**config.mk**
```make
export PLATFORM = sky130hd
export DESIGN_NAME = sfm_spi_top
export DESIGN_NICKNAME = d
export VERILOG_FILES = /design/src/inc/sfm_pkg.sv /design/src/inc/sfm_stream_if.sv /design/src/rtl/sfm_clkgen.sv /design/src/rtl/sfm_fifo.sv /design/src/rtl/sfm_spi_top.sv
export SDC_FILE = /design/constraint.sdc
export NUM_CORES = 1
export LEC_CHECK = 0
export ABC_AREA = 1
export BUFFER_PORTS_ARGS = -buffer_cell sky130_fd_sc_hd__clkbuf_2
export CAP_MARGIN = 20
export CORE_MARGIN = 2
export CORE_UTILIZATION = 60
export CTS_CLUSTER_SIZE = 8
export DETAILED_ROUTE_END_ITERATION = 8
export HOLD_SLACK_MARGIN = 0.15
export PLACE_DENSITY_LB_ADDON = 0.08
export SLEW_MARGIN = 20
export SYNTH_ARGS = -nofsm -noshare
export SYNTH_HDL_FRONTEND = slang
export SYNTH_SLANG_ARGS = --single-unit
```
**constraint.sdc**
```tcl
create_clock -name clock -period 5 [get_ports clock]
set_input_delay 0.25 -clock clock [delete_from_list [all_inputs] [get_ports clock]]
set_output_delay 0.25 -clock clock [all_outputs]
set_load 0.01 [all_outputs]
```
**src/inc/sfm_pkg.sv**
```systemverilog
// How it works
// - Primary prescale codes divide by 4, 16, 64 or 1
// - Framed enable turns select pin into sync
// - Direction bit picks sync input or output
// - Polarity bit sets sync active level
// - Edge select: coincide or precede first bit
// - Buffer enable picks enhanced or standard mode
package sfm_pkg;
  // Register byte offsets on the Wishbone bus
  localparam logic [7:0] SFM_OFS_CTRL = 8'h00;
  localparam logic [7:0] SFM_OFS_FRAME = 8'h04;
  localparam logic [7:0] SFM_OFS_TXDATA = 8'h08;
  localparam logic [7:0] SFM_OFS_RXDATA = 8'h0C;
  localparam logic [7:0] SFM_OFS_STATUS = 8'h10;
  localparam int unsigned SFM_REG_W = 16;
  localparam logic [15:0] SFM_CTRL_MASK = 16'h85DF;
  localparam logic [15:0] SFM_FRAME_MASK = 16'hE003;
  localparam logic [15:0] SFM_RESET_VALUE = 16'h0000;
  // Control register fields
  localparam int unsigned SFM_C_PRI_LO = 0;
  localparam int unsigned SFM_C_SEC_LO = 2;
  localparam int unsigned SFM_C_CKP = 6;
  localparam int unsigned SFM_C_SELECT_PIN_ENABLE = 7;
  localparam int unsigned SFM_C_CKE = 8;
  localparam int unsigned SFM_C_MODE16 = 10;
  localparam int unsigned SFM_C_ENABLE = 15;
  // Frame control register fields
  localparam int unsigned SFM_F_FRAMED = 15;
  localparam int unsigned SFM_F_DIR = 14;
  localparam int unsigned SFM_F_POL = 13;
  localparam int unsigned SFM_F_EDGE = 1;
  localparam int unsigned SFM_F_BUFEN = 0;
  // Status register fields
  localparam int unsigned SFM_S_TXFULL = 0;
  localparam int unsigned SFM_S_TXEMPTY = 1;
  localparam int unsigned SFM_S_BUSY = 2;
  localparam int unsigned SFM_S_RXFULL = 3;
  localparam int unsigned SFM_S_RXOVF = 4;
  // Prescale encodings and divide ratios
  localparam logic [1:0] SFM_PRI_4 = 2'h2;
  localparam logic [1:0] SFM_PRI_16 = 2'h1;
  localparam logic [1:0] SFM_PRI_64 = 2'h0;
  localparam logic [6:0] SFM_DIV_4 = 7'h04;
  localparam logic [6:0] SFM_DIV_16 = 7'h10;
  localparam logic [6:0] SFM_DIV_64 = 7'h40;
  localparam logic [6:0] SFM_DIV_1 = 7'h01;
  localparam logic [3:0] SFM_SEC_BASE = 4'h8;
  // Word lengths, as index of the last bit
  localparam logic [4:0] SFM_LAST_BIT16 = 5'h0F;
  localparam logic [4:0] SFM_LAST_BIT8 = 5'h07;
  localparam int unsigned SFM_FIFO_DEPTH = 8;
  typedef enum logic [3:0] {
    SFM_IDLE = 4'b0001,
    SFM_SYNC = 4'b0010,
    SFM_SHIFT = 4'b0100,
    SFM_DONE = 4'b1000
  } sfm_state_type;
endpackage

```
**src/inc/sfm_stream_if.sv**
```systemverilog
`timescale 1ns/1ps
// Valid/ready word stream between the port and its FIFO
interface sfm_stream_if #(parameter int unsigned WIDTH = 16) ();
  logic valid;
  logic ready;
  logic [WIDTH-1:0] data;
  modport source (output valid, output data, input ready);
  modport sink (input valid, input data, output ready);
endinterface

```
**src/rtl/sfm_clkgen.sv**
```systemverilog
`timescale 1ns/1ps
module sfm_clkgen import sfm_pkg::*; (
  input wire logic clock,
  input wire logic rst_n,
  input wire logic ce,
  input wire logic run,
  input wire logic [1:0] primary,
  input wire logic [2:0] secondary,
  output logic tick
);
  logic [10:0] count;
  logic [6:0] pri_div;
  wire [3:0] sec_div = SFM_SEC_BASE - {1'b0, secondary};
  wire [10:0] limit = pri_div * sec_div - 11'h001;

  // Primary ratio decode, code 11 gives 1:1
  always_comb begin
    case (primary)
      SFM_PRI_4: pri_div = SFM_DIV_4;
      SFM_PRI_16: pri_div = SFM_DIV_16;
      SFM_PRI_64: pri_div = SFM_DIV_64;
      default: pri_div = SFM_DIV_1;
    endcase
  end

  assign tick = run && (count == limit);

  // Restart each frame so the first half bit is full length
  always_ff @(posedge clock or negedge rst_n) begin
    if (!rst_n) begin
      count <= '0;
    end else if (ce) begin
      count <= (!run || tick) ? 11'h000 : count + 11'h001;
    end
  end
endmodule // sfm_clkgen

```
**src/rtl/sfm_fifo.sv**
```systemverilog
`timescale 1ns/1ps
module sfm_fifo import sfm_pkg::*; #(
  parameter int unsigned WIDTH = 16,
  parameter int unsigned DEPTH = 8
) (
  input wire logic clock,
  input wire logic rst_n,
  input wire logic ce,
  sfm_stream_if.sink push,
  sfm_stream_if.source pop
);
  localparam int unsigned AW = $clog2(DEPTH);
  logic [WIDTH-1:0] mem [DEPTH];
  logic [AW:0] wptr;
  logic [AW:0] rptr;
  wire full = (wptr[AW] != rptr[AW]) && (wptr[AW-1:0] == rptr[AW-1:0]);
  wire empty = (wptr == rptr);
  wire do_push = ce && push.valid && !full;
  wire do_pop = ce && pop.ready && !empty;

  // Handshakes straight from the pointers
  assign push.ready = !full;
  assign pop.valid = !empty;
  assign pop.data = mem[rptr[AW-1:0]];

  // Storage needs no reset; only pointers define contents
  always_ff @(posedge clock) begin
    if (do_push) begin
      mem[wptr[AW-1:0]] <= push.data;
    end
  end

  // Extra pointer bit tells full from empty
  always_ff @(posedge clock or negedge rst_n) begin
    if (!rst_n) begin
      wptr <= '0;
      rptr <= '0;
    end else begin
      if (do_push) wptr <= wptr + 1'b1;
      if (do_pop) rptr <= rptr + 1'b1;
    end
  end
endmodule // sfm_fifo

```
**src/rtl/sfm_spi_top.sv**
```systemverilog
`timescale 1ns/1ps
module sfm_spi_top import sfm_pkg::*; #(
  parameter int unsigned FIFO_DEPTH = SFM_FIFO_DEPTH
) (
  input wire logic clock,
  input wire logic rst_n,
  input wire logic ce,
  input wire logic wb_cyc_i,
  input wire logic wb_stb_i,
  input wire logic wb_we_i,
  input wire logic [7:0] wb_adr_i,
  input wire logic [3:0] wb_sel_i,
  input wire logic [31:0] wb_dat_i,
  output logic [31:0] wb_dat_o,
  output logic wb_ack_o,
  output logic sck_out,
  output logic sdo_out,
  input wire logic sdi_in,
  input wire logic slave_select_pin_in,
  output logic slave_select_pin_out,
  output logic slave_select_pin_oe_n,
  output logic select_pin_enable
);
  // Register state
  logic [15:0] ctrl;
  logic [15:0] frame;
  logic [15:0] rx_data;
  logic rx_full;
  logic rx_overflow;
  logic ack;
  logic [31:0] rdata;

  // Serial engine state
  sfm_state_type state;
  sfm_state_type next_state;
  logic half;
  logic [4:0] bit_cnt;
  logic [15:0] tx_shift;
  logic [15:0] rx_shift;
  logic tick;

  sfm_stream_if #(.WIDTH(SFM_REG_W)) tx_push ();
  sfm_stream_if #(.WIDTH(SFM_REG_W)) tx_pop ();

  // Control field views
  wire enable = ctrl[SFM_C_ENABLE];
  wire mode16 = ctrl[SFM_C_MODE16];
  wire ckp = ctrl[SFM_C_CKP];
  wire [1:0] primary = ctrl[SFM_C_PRI_LO +: 2];
  wire [2:0] secondary = ctrl[SFM_C_SEC_LO +: 3];
  wire framed_mode_enable = frame[SFM_F_FRAMED];
  wire sync_pulse_direction = frame[SFM_F_DIR];
  wire sync_pulse_polarity = frame[SFM_F_POL];
  wire sync_pulse_edge_select = frame[SFM_F_EDGE];
  wire enhanced_buffer_enable = frame[SFM_F_BUFEN];
  // Clock edge select has no effect while framed
  wire cke_eff = ctrl[SFM_C_CKE] && !framed_mode_enable;
  // Set direction bit makes the device a frame slave
  wire sync_is_input = framed_mode_enable && sync_pulse_direction;
  wire sync_is_output = framed_mode_enable && !sync_pulse_direction;

  // Bus decode
  wire req = wb_cyc_i && wb_stb_i;
  wire hit_ctrl = (wb_adr_i == SFM_OFS_CTRL);
  wire hit_frame = (wb_adr_i == SFM_OFS_FRAME);
  wire hit_tx = (wb_adr_i == SFM_OFS_TXDATA);
  wire hit_rx = (wb_adr_i == SFM_OFS_RXDATA);
  wire hit_status = (wb_adr_i == SFM_OFS_STATUS);
  wire [15:0] lane_mask = {{8{wb_sel_i[1]}}, {8{wb_sel_i[0]}}};
  wire wr_commit = req && ack && wb_we_i;
  wire rd_commit = req && ack && !wb_we_i;
  wire busy = (state != SFM_IDLE);
  wire tx_empty = !tx_pop.valid;

  // Standard mode holds only one word in flight
  wire tx_room = tx_push.ready &&
    (enhanced_buffer_enable || (tx_empty && !busy));
  // A data write waits for room, which stalls the bus master
  wire can_ack = !(wb_we_i && hit_tx) || tx_room;

  assign tx_push.valid = wr_commit && hit_tx;
  assign tx_push.data = wb_dat_i[15:0];

  // Read multiplexer; unmapped addresses read zero
  wire [15:0] status_word = {11'h000, rx_overflow, rx_full, busy, tx_empty, !tx_room};
  wire [15:0] rd_mux =
    hit_ctrl ? ctrl :
    hit_frame ? (frame & SFM_FRAME_MASK) :
    hit_rx ? rx_data :
    hit_status ? status_word : 16'h0000;

  assign wb_ack_o = ack;
  assign wb_dat_o = rdata;
  assign select_pin_enable = ctrl[SFM_C_SELECT_PIN_ENABLE];

  // Ack one cycle after the request; writes land on the ack edge
  always_ff @(posedge clock or negedge rst_n) begin
    if (!rst_n) begin
      ack <= 1'b0;
      rdata <= 32'h0000_0000;
    end else if (ce) begin
      ack <= req && !ack && can_ack;
      if (req && !ack) rdata <= {16'h0000, rd_mux};
    end
  end

  // Control registers honour byte lanes
  always_ff @(posedge clock or negedge rst_n) begin
    if (!rst_n) begin
      ctrl <= SFM_RESET_VALUE;
      frame <= SFM_RESET_VALUE;
    end else if (ce && wr_commit) begin
      if (hit_ctrl) begin
        ctrl <= (ctrl & ~lane_mask) | (wb_dat_i[15:0] & lane_mask & SFM_CTRL_MASK);
      end
      if (hit_frame) begin
        frame <= (frame & ~lane_mask) | (wb_dat_i[15:0] & lane_mask & SFM_FRAME_MASK);
      end
    end
  end

  sfm_fifo #(
    .WIDTH(SFM_REG_W),
    .DEPTH(FIFO_DEPTH)
  ) u_tx_fifo (
    .clock(clock),
    .rst_n(rst_n),
    .ce(ce),
    .push(tx_push),
    .pop(tx_pop)
  );

  sfm_clkgen u_clkgen (
    .clock(clock),
    .rst_n(rst_n),
    .ce(ce),
    .run(busy),
    .primary(primary),
    .secondary(secondary),
    .tick(tick)
  );

  // Start conditions; an input sync is matched against polarity
  wire sync_seen = (slave_select_pin_in == sync_pulse_polarity);
  wire start_ok = enable && tx_pop.valid && (!sync_is_input || sync_seen);
  wire [4:0] last_bit = mode16 ? SFM_LAST_BIT16 : SFM_LAST_BIT8;
  wire last_half = tick && half;
  assign tx_pop.ready = (state == SFM_IDLE) && start_ok;

  // Frame sequencing; a precede-mode frame spends one bit in sync first
  always_comb begin
    next_state = state;
    case (state)
      SFM_IDLE: begin
        if (start_ok) begin
          next_state = (framed_mode_enable && !sync_pulse_edge_select) ?
            SFM_SYNC : SFM_SHIFT;
        end
      end
      SFM_SYNC: begin
        if (last_half) next_state = SFM_SHIFT;
      end
      SFM_SHIFT: begin
        if (last_half && (bit_cnt == last_bit)) next_state = SFM_DONE;
      end
      SFM_DONE: begin
        next_state = SFM_IDLE;
      end
      default: begin
        next_state = SFM_IDLE;
      end
    endcase
    if (!enable) next_state = SFM_IDLE;
  end

  // State register
  always_ff @(posedge clock or negedge rst_n) begin
    if (!rst_n) begin
      state <= SFM_IDLE;
    end else if (ce) begin
      state <= next_state;
    end
  end

  // Half-bit phase and bit counter
  always_ff @(posedge clock or negedge rst_n) begin
    if (!rst_n) begin
      half <= 1'b0;
      bit_cnt <= 5'h00;
    end else if (ce) begin
      if (state == SFM_IDLE) begin
        half <= 1'b0;
        bit_cnt <= 5'h00;
      end else if (tick) begin
        half <= !half;
        if (state == SFM_SHIFT && half) bit_cnt <= bit_cnt + 5'h01;
      end
    end
  end

  // Shifters: byte words are left aligned so the MSB leads
  always_ff @(posedge clock or negedge rst_n) begin
    if (!rst_n) begin
      tx_shift <= 16'h0000;
      rx_shift <= 16'h0000;
    end else if (ce) begin
      if (tx_pop.ready) begin
        tx_shift <= mode16 ? tx_pop.data : {tx_pop.data[7:0], 8'h00};
        rx_shift <= 16'h0000;
      end else if (state == SFM_SHIFT && tick) begin
        if (!half) rx_shift <= {rx_shift[14:0], sdi_in};
        else tx_shift <= {tx_shift[14:0], 1'b0};
      end
    end
  end

  // Receive holding register; a new word beats a same-cycle read
  wire word_done = (state == SFM_DONE);
  wire rx_clear = ce && rd_commit && hit_rx;
  wire ovf_clear = ce && wr_commit && hit_status && wb_dat_i[SFM_S_RXOVF];
  always_ff @(posedge clock or negedge rst_n) begin
    if (!rst_n) begin
      rx_data <= 16'h0000;
      rx_full <= 1'b0;
      rx_overflow <= 1'b0;
    end else if (ce) begin
      if (word_done) begin
        rx_data <= rx_shift;
        rx_full <= 1'b1;
      end else if (rx_clear) begin
        rx_full <= 1'b0;
      end
      if (word_done && rx_full && !rx_clear) rx_overflow <= 1'b1;
      else if (ovf_clear) rx_overflow <= 1'b0;
    end
  end

  // Bit clock: active half chosen so data moves on the chosen edge
  wire sck_active = (state == SFM_SHIFT) && (half == cke_eff);
  assign sck_out = ckp ^ sck_active;
  assign sdo_out = tx_shift[15];

  // Sync pulse lasts one bit: before the first bit or with it
  wire sync_active = sync_is_output && ((state == SFM_SYNC) ||
    ((state == SFM_SHIFT) && sync_pulse_edge_select && (bit_cnt == 5'h00)));
  // Pin is driven only as a sync output; else it is left to the port
  assign slave_select_pin_oe_n = !sync_is_output;
  assign slave_select_pin_out = sync_pulse_polarity ? sync_active : !sync_active;
endmodule // sfm_spi_top
```
==> run summary, run 1 <==
run status -> finished clean
R2R Setup Slk -> 0.63 ns
Slew Limit Fails -> 0
Initial Util -> 61.0%
CP Class -> reg -> reg
Max IR drop VDD -> 0.000424 V
postcts setup bufs -> 0
Crit Reg-Reg Endpoint -> rx_shift[4]$_DFFE_PN0P_
classification of the worst-slack hold path -> in -> reg
CTS Buf Count -> 36
initial DRC count -> 787
Worst Hold End -> rx_overflow$_DFFE_PN0P_
Max clock buf depth -> 3
clk slew on worst S/H paths -> 0.05 ns
vias -> 9,007
Fill cells -> 1,517
Synth-to-Final Area Change -> 14.0%
Reg2Reg Depth -> 22
adder-cell share of the synthesized area -> 3.33%
layout cell share with drive strength beyond 1 -> 11.3%
P_leak -> 6.01 nW
Post-synth EDFFs -> 128
placed cells -> 1,534
Pwr Total -> 4.57 mW
xor/xnor share of the synthesized area -> 1.84%
Port Buffer Count -> 55
Post-CTS Resized -> 0
Hold Startpoint -> wb_adr_i[6]
sequential share of the synthesized area -> 57.0%
top cell type's share of synthesized area -> 32.4%
cell row count -> 51
number of hold violations in the final report -> 0
routed wire length -> 28.0 mm
Ports -> 90
first-pass GRT wire length -> 44.7 mm
Worst-Skew Late Latency -> 0.51 ns
Initial DRT Pass Iterations -> 5
Final Core Density -> 69.5%
yosys warns -> 0
normalized max-slew margin -> 30.1%
fraction of the mapped netlist area in compound gates -> 10.0%
Worst setup EP type -> register
largest net degree at the start of global routing -> 65
Sink Count -> 245
commonest non-fill, non-tap cell in the layout -> nand2_1
synthesized netlist cell count -> 1,251
Core Region -> 19,500 um^2
CTS tree -> done
top_reg_cell synth -> edfxtp_1
fin cells -> 1,615
CP Launch Type -> register
CP arrival -> 4.75 ns
nets@finish -> 1,409
Post-Route Setup TNS -> 0 ns
Seq. cell area -> 6770 um^2
antenna-violating nets left -> 0
biggest area consumer among synthesized cells -> edfxtp_1
largest family of logic cells by synthesized area -> simple AND/OR/NAND/NOR gates
die height -> 145 um
GRT Residual Overflow -> 0
Syn Std Cell Area -> 11,900 um^2
most frequent cells in the layout -> 290 x nand2_1, 143 x nor2_1, 128 x edfxtp_1, 115 x dfrtp_1, 112 x o21ai_0
initial antenna violation count -> 0
ant diodes -> 0
Slew @ Worst Pin -> 1.05 ns
RSZ-0062 raised after global routing -> false
Residual DRC -> 0
root buffer cell -> clkbuf_16
Min-Delay Path Depth -> 5
max-capacitance violation count -> 0
hold-fix buffers at CTS -> 22
fmax -> 229 MHz
ys async rst share -> 47.8%
Die W -> 145 um
post-synthesis cell type count -> 47
Mapped Avg Cell Area -> 9.49 um^2
total power density per cell area -> 338 nW/um^2
#FFs+latches synth -> 245
Simple-Gate Fraction of Synth Area -> 20.6%
H-tree depth -> 2
DPL Wire Length -> 17.9 mm
Die ar. -> 20,900 um^2
Period minus WS final -> 4.37 ns
post-DR wirelength/cell -> 17.3 um
worst hold slack -> 0.188 ns
gr usage total -> 27.9%
vias per cell -> 5.58
final worst-path cycle share -> 87.3%
area occupied by multi-input gates -> 4360 um^2
Final Skew -> 0.0256 ns
Placer Congestion -> 0.892
top cells by area, synth -> edfxtp_1 32%, dfrtp_1 24%, nand2_1 9.2%, o21ai_0 4.7%, nor2_1 4.6%
critical path fanouts, max -> 17
Finish-stage setup viols -> 0
vias in the first global route -> 8,688
mux share of post-synthesis cell area -> 0.0948%
CP required -> 5.39 ns
synthesized netlist by cell type (all sizes together), types with 3 or more instances:
library cell,n
a21oi,31
a221oi,7
buf,37
clkbuf,31
clkinv,4
dfrtp,116
edfxtp,128
fa,6
ha,22
inv,109
nand2,300
nand3,58
nand3b,4
nand4,27
nor2,154
nor3,16
nor4,3
o211ai,3
o21ai,118
o221ai,21
o22ai,11
o31ai,10
xnor2,5
xor2,20
routing by layer:
| metal | up-vias | share of wire, % | global-route usage (%) |
|---|---|---|---|
| met5 | - | 0 | 0 |
| li1 | 4349 | - | - |
| met1 | 4295 | 44 | 40.2 |
| met4 | 0 | 1.9 | 8.07 |
| met2 | 318 | 46 | 44.0 |
| met3 | 45 | 7.5 | 5.00 |
state kept, by name, indices dropped and copies added, names as in the netlist, named ones only:
signal,count
bit_cnt,5
ctrl,6
half,1
rx_data,16
rx_full,1
rx_overflow,1
rx_shift,16
state,4
tx_shift,16
u_clkgen.count,11
u_tx_fifo.mem,128
u_tx_fifo.rptr,4
u_tx_fifo.wptr,4
wb_ack_o,1
wb_dat_o,16
cells by family after synthesis:
family	Yosys count
XOR/XNOR	25
adder cells (fa/ha/maj)	28
AND/OR/NAND/NOR	565
AO/OA/AOI/OAI	205
buffers and inverters	181
multiplexers	1
other	1
flip-flops	245
layout make-up:
cell class,count,share of cell area [%]
multi-input combinational,840,32.2
sequential,245,50.1
tap,265,2.45
timing repair buffer,93,4.57
inverter,113,3.17
clock buffer,58,7.42
clock inverter,1,0.148
through the flow:
stage	area [um^2]	setup WS, ns
floorplan	11900	1.27
global placement	12300	0.694
detailed placement	12300	0.678
CTS	13500	0.649
global route	13500	0.294
finish	13500	0.633
power by group:
part | internal, mW | switching, mW
Clock | 1.36 | 0.832
Combinational | 0.0625 | 0.136
Sequential | 2.16 | 0.0201
Total | 3.59 | 0.988
worst max-delay path, cell delays in order (launching register included):
cell     delay (ns)
dfrtp_1        0.47
inv_1          0.15
ha_1           0.23
or2_2          0.29
nand2_1        0.10
nor2_1         0.08
fa_1           0.44
fa_1           0.47
ha_1           0.39
nand2_1        0.09
nand2_1        0.07
nor2_2         0.14
nand2_2        0.07
nand2_1        0.06
nand2_1        0.06
nand2_1        0.05
nand2_1        0.05
nor2_1         0.16
nand4_1        0.17
nand2_4        0.25
nand3_4        0.24
nand2_1        0.13
nand2_1        0.06
worst max path at each step:
| stage | endpoint | startpoint | cells past startpoint |
|---|---|---|---|
| 6_report | rx_shift[4]$_DFFE_PN0P_ | register | 22 |
| 5_1_grt | rx_shift[13]$_DFFE_PN0P_ | register | 22 |
| 4_1_cts | rx_shift[15]$_DFFE_PN0P_ | register | 22 |
| 3_5_place_dp | rx_shift[0]$_DFFE_PN0P_ | register | 22 |
| 3_3_place_gp | rx_shift[6]$_DFFE_PN0P_ | register | 22 |
| 2_1_floorplan | tx_shift[8]$_DFFE_PN0P_ | register | 23 |
(Power assumes the default switching activity.)
==> run 2, diff against run 1 <==
==> constraint.sdc (replaced) <==
create_clock -name clock -period 5 [get_ports clock]
set_input_delay 0.75 -clock clock [delete_from_list [all_inputs] [get_ports clock]]
set_output_delay 0.75 -clock clock [all_outputs]
set_load 0.01 [all_outputs]
==> run 2 against run 1 <==
  * Highest routed layer unchanged
  * Cell count is 1.3% lower
  * Flip-flop and latch count is the same
  * Worst setup slack worse by 0.026 ns
  * Combinational power fell by 8%
  * Sequential power hardly changed
  * First-iteration DRC count up 2.5%
  * Worst hold slack better by 0.20 ns
  * Critical path type unchanged
  * Clock power about the same
  * Design area down 1.6%
==> run summary, run 2 (synthesis results as in run 1) <==
layout cell share with drive strength beyond 1 -> 11.7%
total power density per cell area -> 343 nW/um^2
run status -> finished clean
P_leak -> 5.92 nW
worst hold slack -> 0.387 ns
Period minus WS final -> 4.39 ns
Ports -> 90
initial DRC count -> 807
H-tree depth -> 2
Residual DRC -> 0
Post-CTS Resized -> 0
Slew @ Worst Pin -> 1.06 ns
final worst-path cycle share -> 87.9%
vias per cell -> 5.58
critical path fanouts, max -> 17
hold-fix buffers at CTS -> 0
GRT Residual Overflow -> 0
vias in the first global route -> 8,334
root buffer cell -> clkbuf_16
fin area -> 13,300 um^2
Sink Count -> 245
max reg flops -> 128
fin cells -> 1,594
DP Area -> 12,300 um^2
Initial DRT Pass Iterations -> 6
routed wire length -> 27.6 mm
normalized max-slew margin -> 29.0%
post-DR wirelength/cell -> 17.3 um
CP required -> 5.39 ns
Max IR drop VDD -> 0.000335 V
Placer Congestion -> 0.899
Worst-Skew Late Latency -> 0.52 ns
CP arrival -> 4.78 ns
Slew Limit Fails -> 0
cell row count -> 51
Die W -> 145 um
CTS tree -> done
fmax -> 228 MHz
max-capacitance violation count -> 0
nets@finish -> 1,387
first-pass GRT wire length -> 43.8 mm
CP Class -> reg -> reg
postcts setup bufs -> 0
Fill cells -> 1,549
CP Launch Type -> register
vias -> 8,887
commonest non-fill, non-tap cell in the layout -> nand2_1
most frequent cells in the layout -> 290 x nand2_1, 143 x nor2_1, 128 x edfxtp_1, 115 x dfrtp_1, 112 x o21ai_0
DPL Wire Length -> 17.6 mm
largest net degree at the start of global routing -> 65
Initial Util -> 61.0%
Post-Route Setup TNS -> 0 ns
Synth-to-Final Area Change -> 12.2%
Final Skew -> 0.0182 ns
initial antenna violation count -> 0
Port Buffer Count -> 55
Core Region -> 19,500 um^2
Final Core Density -> 68.5%
RSZ-0062 raised after global routing -> false
Max clock buf depth -> 3
CTS Buf Count -> 36
classification of the worst-slack hold path -> in -> async
ant diodes -> 0
Die ar. -> 20,900 um^2
gr usage total -> 27.3%
Finish-stage setup viols -> 0
placed cells -> 1,534
Worst setup EP type -> register
number of hold violations in the final report -> 0
die height -> 145 um
clk slew on worst S/H paths -> 0.05 ns
antenna-violating nets left -> 0
## run 2: cell count changes in the layout (fill, tap and decap cells not counted)
| cell | before | now |
|---|---|---|
| inv_6 | 0 | 1 |
| clkbuf_8 | 0 | 1 |
| dlygate4sd3_1 | 22 | 0 |
| clkinv_8 | 0 | 1 |
| clkbuf_1 | 21 | 20 |
| clkbuf_16 | 37 | 36 |
## run 2: power breakdown
part	switching, mW	internal [mW]
sequential	0.0221	2.16
combinational	0.131	0.0517
clock	0.848	1.36
total	1.00	3.57
## run 2: worst paths after layout
check	slack (ns)	cells after the start	end	startpoint
setup / recovery	0.61	22	rx_shift[9]$_DFFE_PN0P_	register
hold / removal	0.39	2	u_clkgen.count[10]$_DFFE_PN0P_	rst_n
setup reg to reg	0.61	22	rx_shift[9]$_DFFE_PN0P_	register
hold reg to reg	0.47	2	tx_shift[15]$_DFFE_PN0P_	tx_shift[15]$_DFFE_PN0P_
max in group asynchronous	4.03	2	u_tx_fifo.rptr[0]$_DFFE_PN0P_	rst_n
min in group clock	0.47	2	tx_shift[15]$_DFFE_PN0P_	tx_shift[15]$_DFFE_PN0P_
## run 2: worst max-delay path: stages (launching register included)
cell     delay [ns]
dfrtp_1        0.46
inv_1          0.15
ha_1           0.24
or2_2          0.29
nand2_1        0.10
nor2_1         0.08
fa_1           0.44
fa_1           0.47
ha_1           0.39
nand2_1        0.09
nand2_1        0.07
nor2_2         0.15
nand2_2        0.08
nand2_1        0.06
nand2_1        0.06
nand2_1        0.06
nand2_1        0.04
nor2_1         0.15
nand4_1        0.17
nand2_4        0.26
nand3_4        0.25
nand2_1        0.15
nand2_1        0.06
## run 2: area by class of cell
class | count | area, um^2 | area share [%]
Sequential cell | 245 | 6770 | 50.8
Multi-Input combinational cell | 840 | 4360 | 32.7
Clock buffer | 57 | 990 | 7.43
Inverter | 113 | 429 | 3.22
Timing Repair Buffer | 71 | 398 | 2.99
Tap cell | 265 | 332 | 2.49
Clock inverter | 3 | 45.0 | 0.338
## run 2: through the flow
stage	power, mW	setup slack (ns)
6_report	4.57	0.607
5_1_grt	4.72	0.255
4_1_cts	4.61	0.608
3_5_place_dp	2.40	0.633
3_3_place_gp	2.40	0.693
2_1_floorplan	2.32	1.27
## run 2: metal layers
layer | routed length [um] | track usage (%) | up-vias
met2 | 12300 | 41.8 | 353
met3 | 2360 | 4.80 | 46
met4 | 523 | 7.15 | 0
met1 | 12400 | 40.9 | 4188
met5 | 0 | 0 | -
li1 | - | - | 4300
==> run 3, diff against run 2 <==
- ABC_AREA: 1 -> unset
==> run 3 against run 2 <==
  * Worst setup slack got worse by 0.29 ns
  * Maximum frequency fell by 6.2%
  * Non-clock buffer count rose by 8
  * Design area fell by 3.3%
  * Via count fell by 19%
  * Global-route usage fell by 1.7 points
  * First-iteration DRC count fell by 31%
  * Largest power group unchanged
  * Highest routed layer unchanged
==> run summary, run 3 <==
Residual DRC -> 0
top cells by count, synth -> 128 x edfxtp_1, 116 x dfrtp_1, 74 x nand2_1
Initial DRT Pass Iterations -> 5
first-pass GRT wire length -> 39.5 mm
DPL Wire Length -> 16.5 mm
Post-CTS Resized -> 0
vias in the first global route -> 7,223
GRT Residual Overflow -> 0
initial DRC count -> 556
number of hold violations in the final report -> 0
max-capacitance violation count -> 0
Slew Limit Fails -> 0
fmax -> 213 MHz
top_reg_cell synth -> edfxtp_1
Max IR drop VDD -> 0.000357 V
clk slew on worst S/H paths -> 0.05 ns
total power density per cell area -> 352 nW/um^2
yosys warns -> 0
critical path fanouts, max -> 19
CP Launch Type -> register
die height -> 141 um
CTS Buf Count -> 36
Placer Congestion -> 0.857
Sink Count -> 245
routed wire length -> 24.7 mm
Final Skew -> 0.0148 ns
Post-synth EDFFs -> 128
cell with the most instances after synthesis -> edfxtp_1
post-synthesis cell type count -> 65
max reg flops -> 128
hold-fix buffers at CTS -> 0
vias per cell -> 6.16
Ports -> 90
worst hold slack -> 0.392 ns
Die ar. -> 19,900 um^2
gr usage total -> 25.7%
#FFs+latches synth -> 245
CP Class -> reg -> reg
Worst setup EP type -> register
Final Core Density -> 69.4%
CP required -> 5.35 ns
synthesized netlist cell count -> 832
final worst-path cycle share -> 93.7%
top cells by area, synth -> edfxtp_1 34%, dfrtp_1 26%, mux4_2 6.4%, mux2_2 4.0%, nand2_1 2.5%
initial antenna violation count -> 0
biggest area consumer among synthesized cells -> edfxtp_1
area occupied by multi-input gates -> 4200 um^2
postcts setup bufs -> 0
P_leak -> 5.29 nW
Mapped Avg Cell Area -> 13.5 um^2
CTS tree -> done
R2R Setup Slk -> 0.32 ns
Period minus WS final -> 4.68 ns
CP arrival -> 5.03 ns
H-tree depth -> 2
Finish-stage setup viols -> 0
Synth-to-Final Area Change -> 14.4%
classification of the worst-slack hold path -> in -> async
post-DR wirelength/cell -> 21.2 um
Slew @ Worst Pin -> 1.03 ns
sequential share of the synthesized area -> 60.1%
largest net degree at the start of global routing -> 78
Port Buffer Count -> 55
most frequent cells in the layout -> 128 x edfxtp_1, 115 x dfrtp_1, 74 x nand2_1, 54 x clkbuf_2, 44 x o21ai_0
root buffer cell -> clkbuf_16
Max clock buf depth -> 3
Post-Route Setup TNS -> 0 ns
Seq. cell area -> 6770 um^2
Worst-Skew Late Latency -> 0.51 ns
Die W -> 141 um
layout cell share with drive strength beyond 1 -> 21.8%
run status -> finished clean
cell row count -> 50
ys async rst share -> 47.8%
Fill cells -> 1,275
nets@finish -> 988
normalized max-slew margin -> 30.6%
Initial Util -> 60.6%
commonest non-fill, non-tap cell in the layout -> edfxtp_1
RSZ-0062 raised after global routing -> false
ant diodes -> 0
Core Region -> 18,600 um^2
top cell type's share of synthesized area -> 34.1%
vias -> 7,198
Syn Std Cell Area -> 11,300 um^2
antenna-violating nets left -> 0
[run 3: cell types whose count changed after synthesis, sizes merged, moves of 18 or more]
cell	before	now
nand3	58	13
mux2	1	40
nand2	300	74
mux4	0	32
o221ai	21	0
inv	109	22
nor2	154	40
and3	0	19
nand4	27	9
o21ai	118	45
[run 3: routing by layer]
metal	up-vias	track usage [%]	share of wire (%)
li1	3246	-	-
met1	3626	38.1	44
met2	275	38.8	46
met3	51	4.72	6.8
met4	0	8.84	3.4
met5	-	0	0
[run 3: cell families (layout without fill, tap and decap cells)]
| kind of cell | after synthesis | in the layout | synth area share [%] |
|---|---|---|---|
| AO/OA/AOI/OAI | 140 | 140 | 8.64 |
| XOR/XNOR | 41 | 41 | 3.19 |
| adder cells (fa/ha/maj) | 28 | 28 | 3.51 |
| buffers and inverters | 78 | 165 | 3.28 |
| flip-flops | 245 | 245 | 60.1 |
| multiplexers | 85 | 85 | 11.5 |
| other | 1 | 16 | 0.0333 |
| AND/OR/NAND/NOR | 214 | 214 | 9.70 |
[run 3: path summary, 6_finish.rpt]
kind,endpoint,cells past startpoint,start
max in group asynchronous,state[0]$_DFFE_PN1P_,2,rst_n
max,tx_shift[3]$_DFFE_PN0P_,16,register
min reg2reg,wb_dat_o[4]$_DFFE_PN0P_,2,wb_dat_o[4]$_DFFE_PN0P_
max reg2reg,tx_shift[3]$_DFFE_PN0P_,16,register
min,tx_shift[11]$_DFFE_PN0P_,1,rst_n
min in group clock,wb_dat_o[4]$_DFFE_PN0P_,2,wb_dat_o[4]$_DFFE_PN0P_
[run 3: where the power goes]
part	internal (mW)	leakage [nW]	switching, mW	total, mW
registers	2.14	2.75	0.0102	2.15
logic	0.0441	2.03	0.0881	0.132
clock network	1.40	0.510	0.852	2.25
[run 3: final cells by class]
cell class              instances  share of cell area, %
well taps                     234                   2.27
clock inverters                 2                  0.359
multi-input cells             524                   32.6
clock buffers                  62                   7.99
repair buffers                 79                   3.58
inverters                      22                  0.641
flip-flops and latches        245                   52.6
[run 3: critical path: stages, from the launching register on]
cell	delay (ns)
dfrtp_1	0.42
inv_1	0.10
ha_1	0.21
xnor2_1	0.31
nand2_1	0.16
fa_1	0.56
inv_1	0.04
ha_1	0.28
ha_1	0.40
nand2_1	0.10
a211o_1	0.31
a31oi_2	0.15
xnor2_1	0.14
or4b_1	0.53
buf_4	0.22
nor2_1	0.39
o21ai_0	0.20
[run 3: stage by stage]
step | cells | instance area, um^2 | total power, mW | worst slack, ns
3_5_place_dp | 1104 | 11800 | 2.32 | 0.317
6_report | 1168 | 12900 | 4.53 | 0.316
5_1_grt | 1168 | 12900 | 4.68 | 0.00435
2_1_floorplan | 847 | 11300 | 2.26 | 0.894
4_1_cts | 1168 | 12900 | 4.56 | 0.287
3_3_place_gp | 1103 | 11800 | 2.31 | 0.444
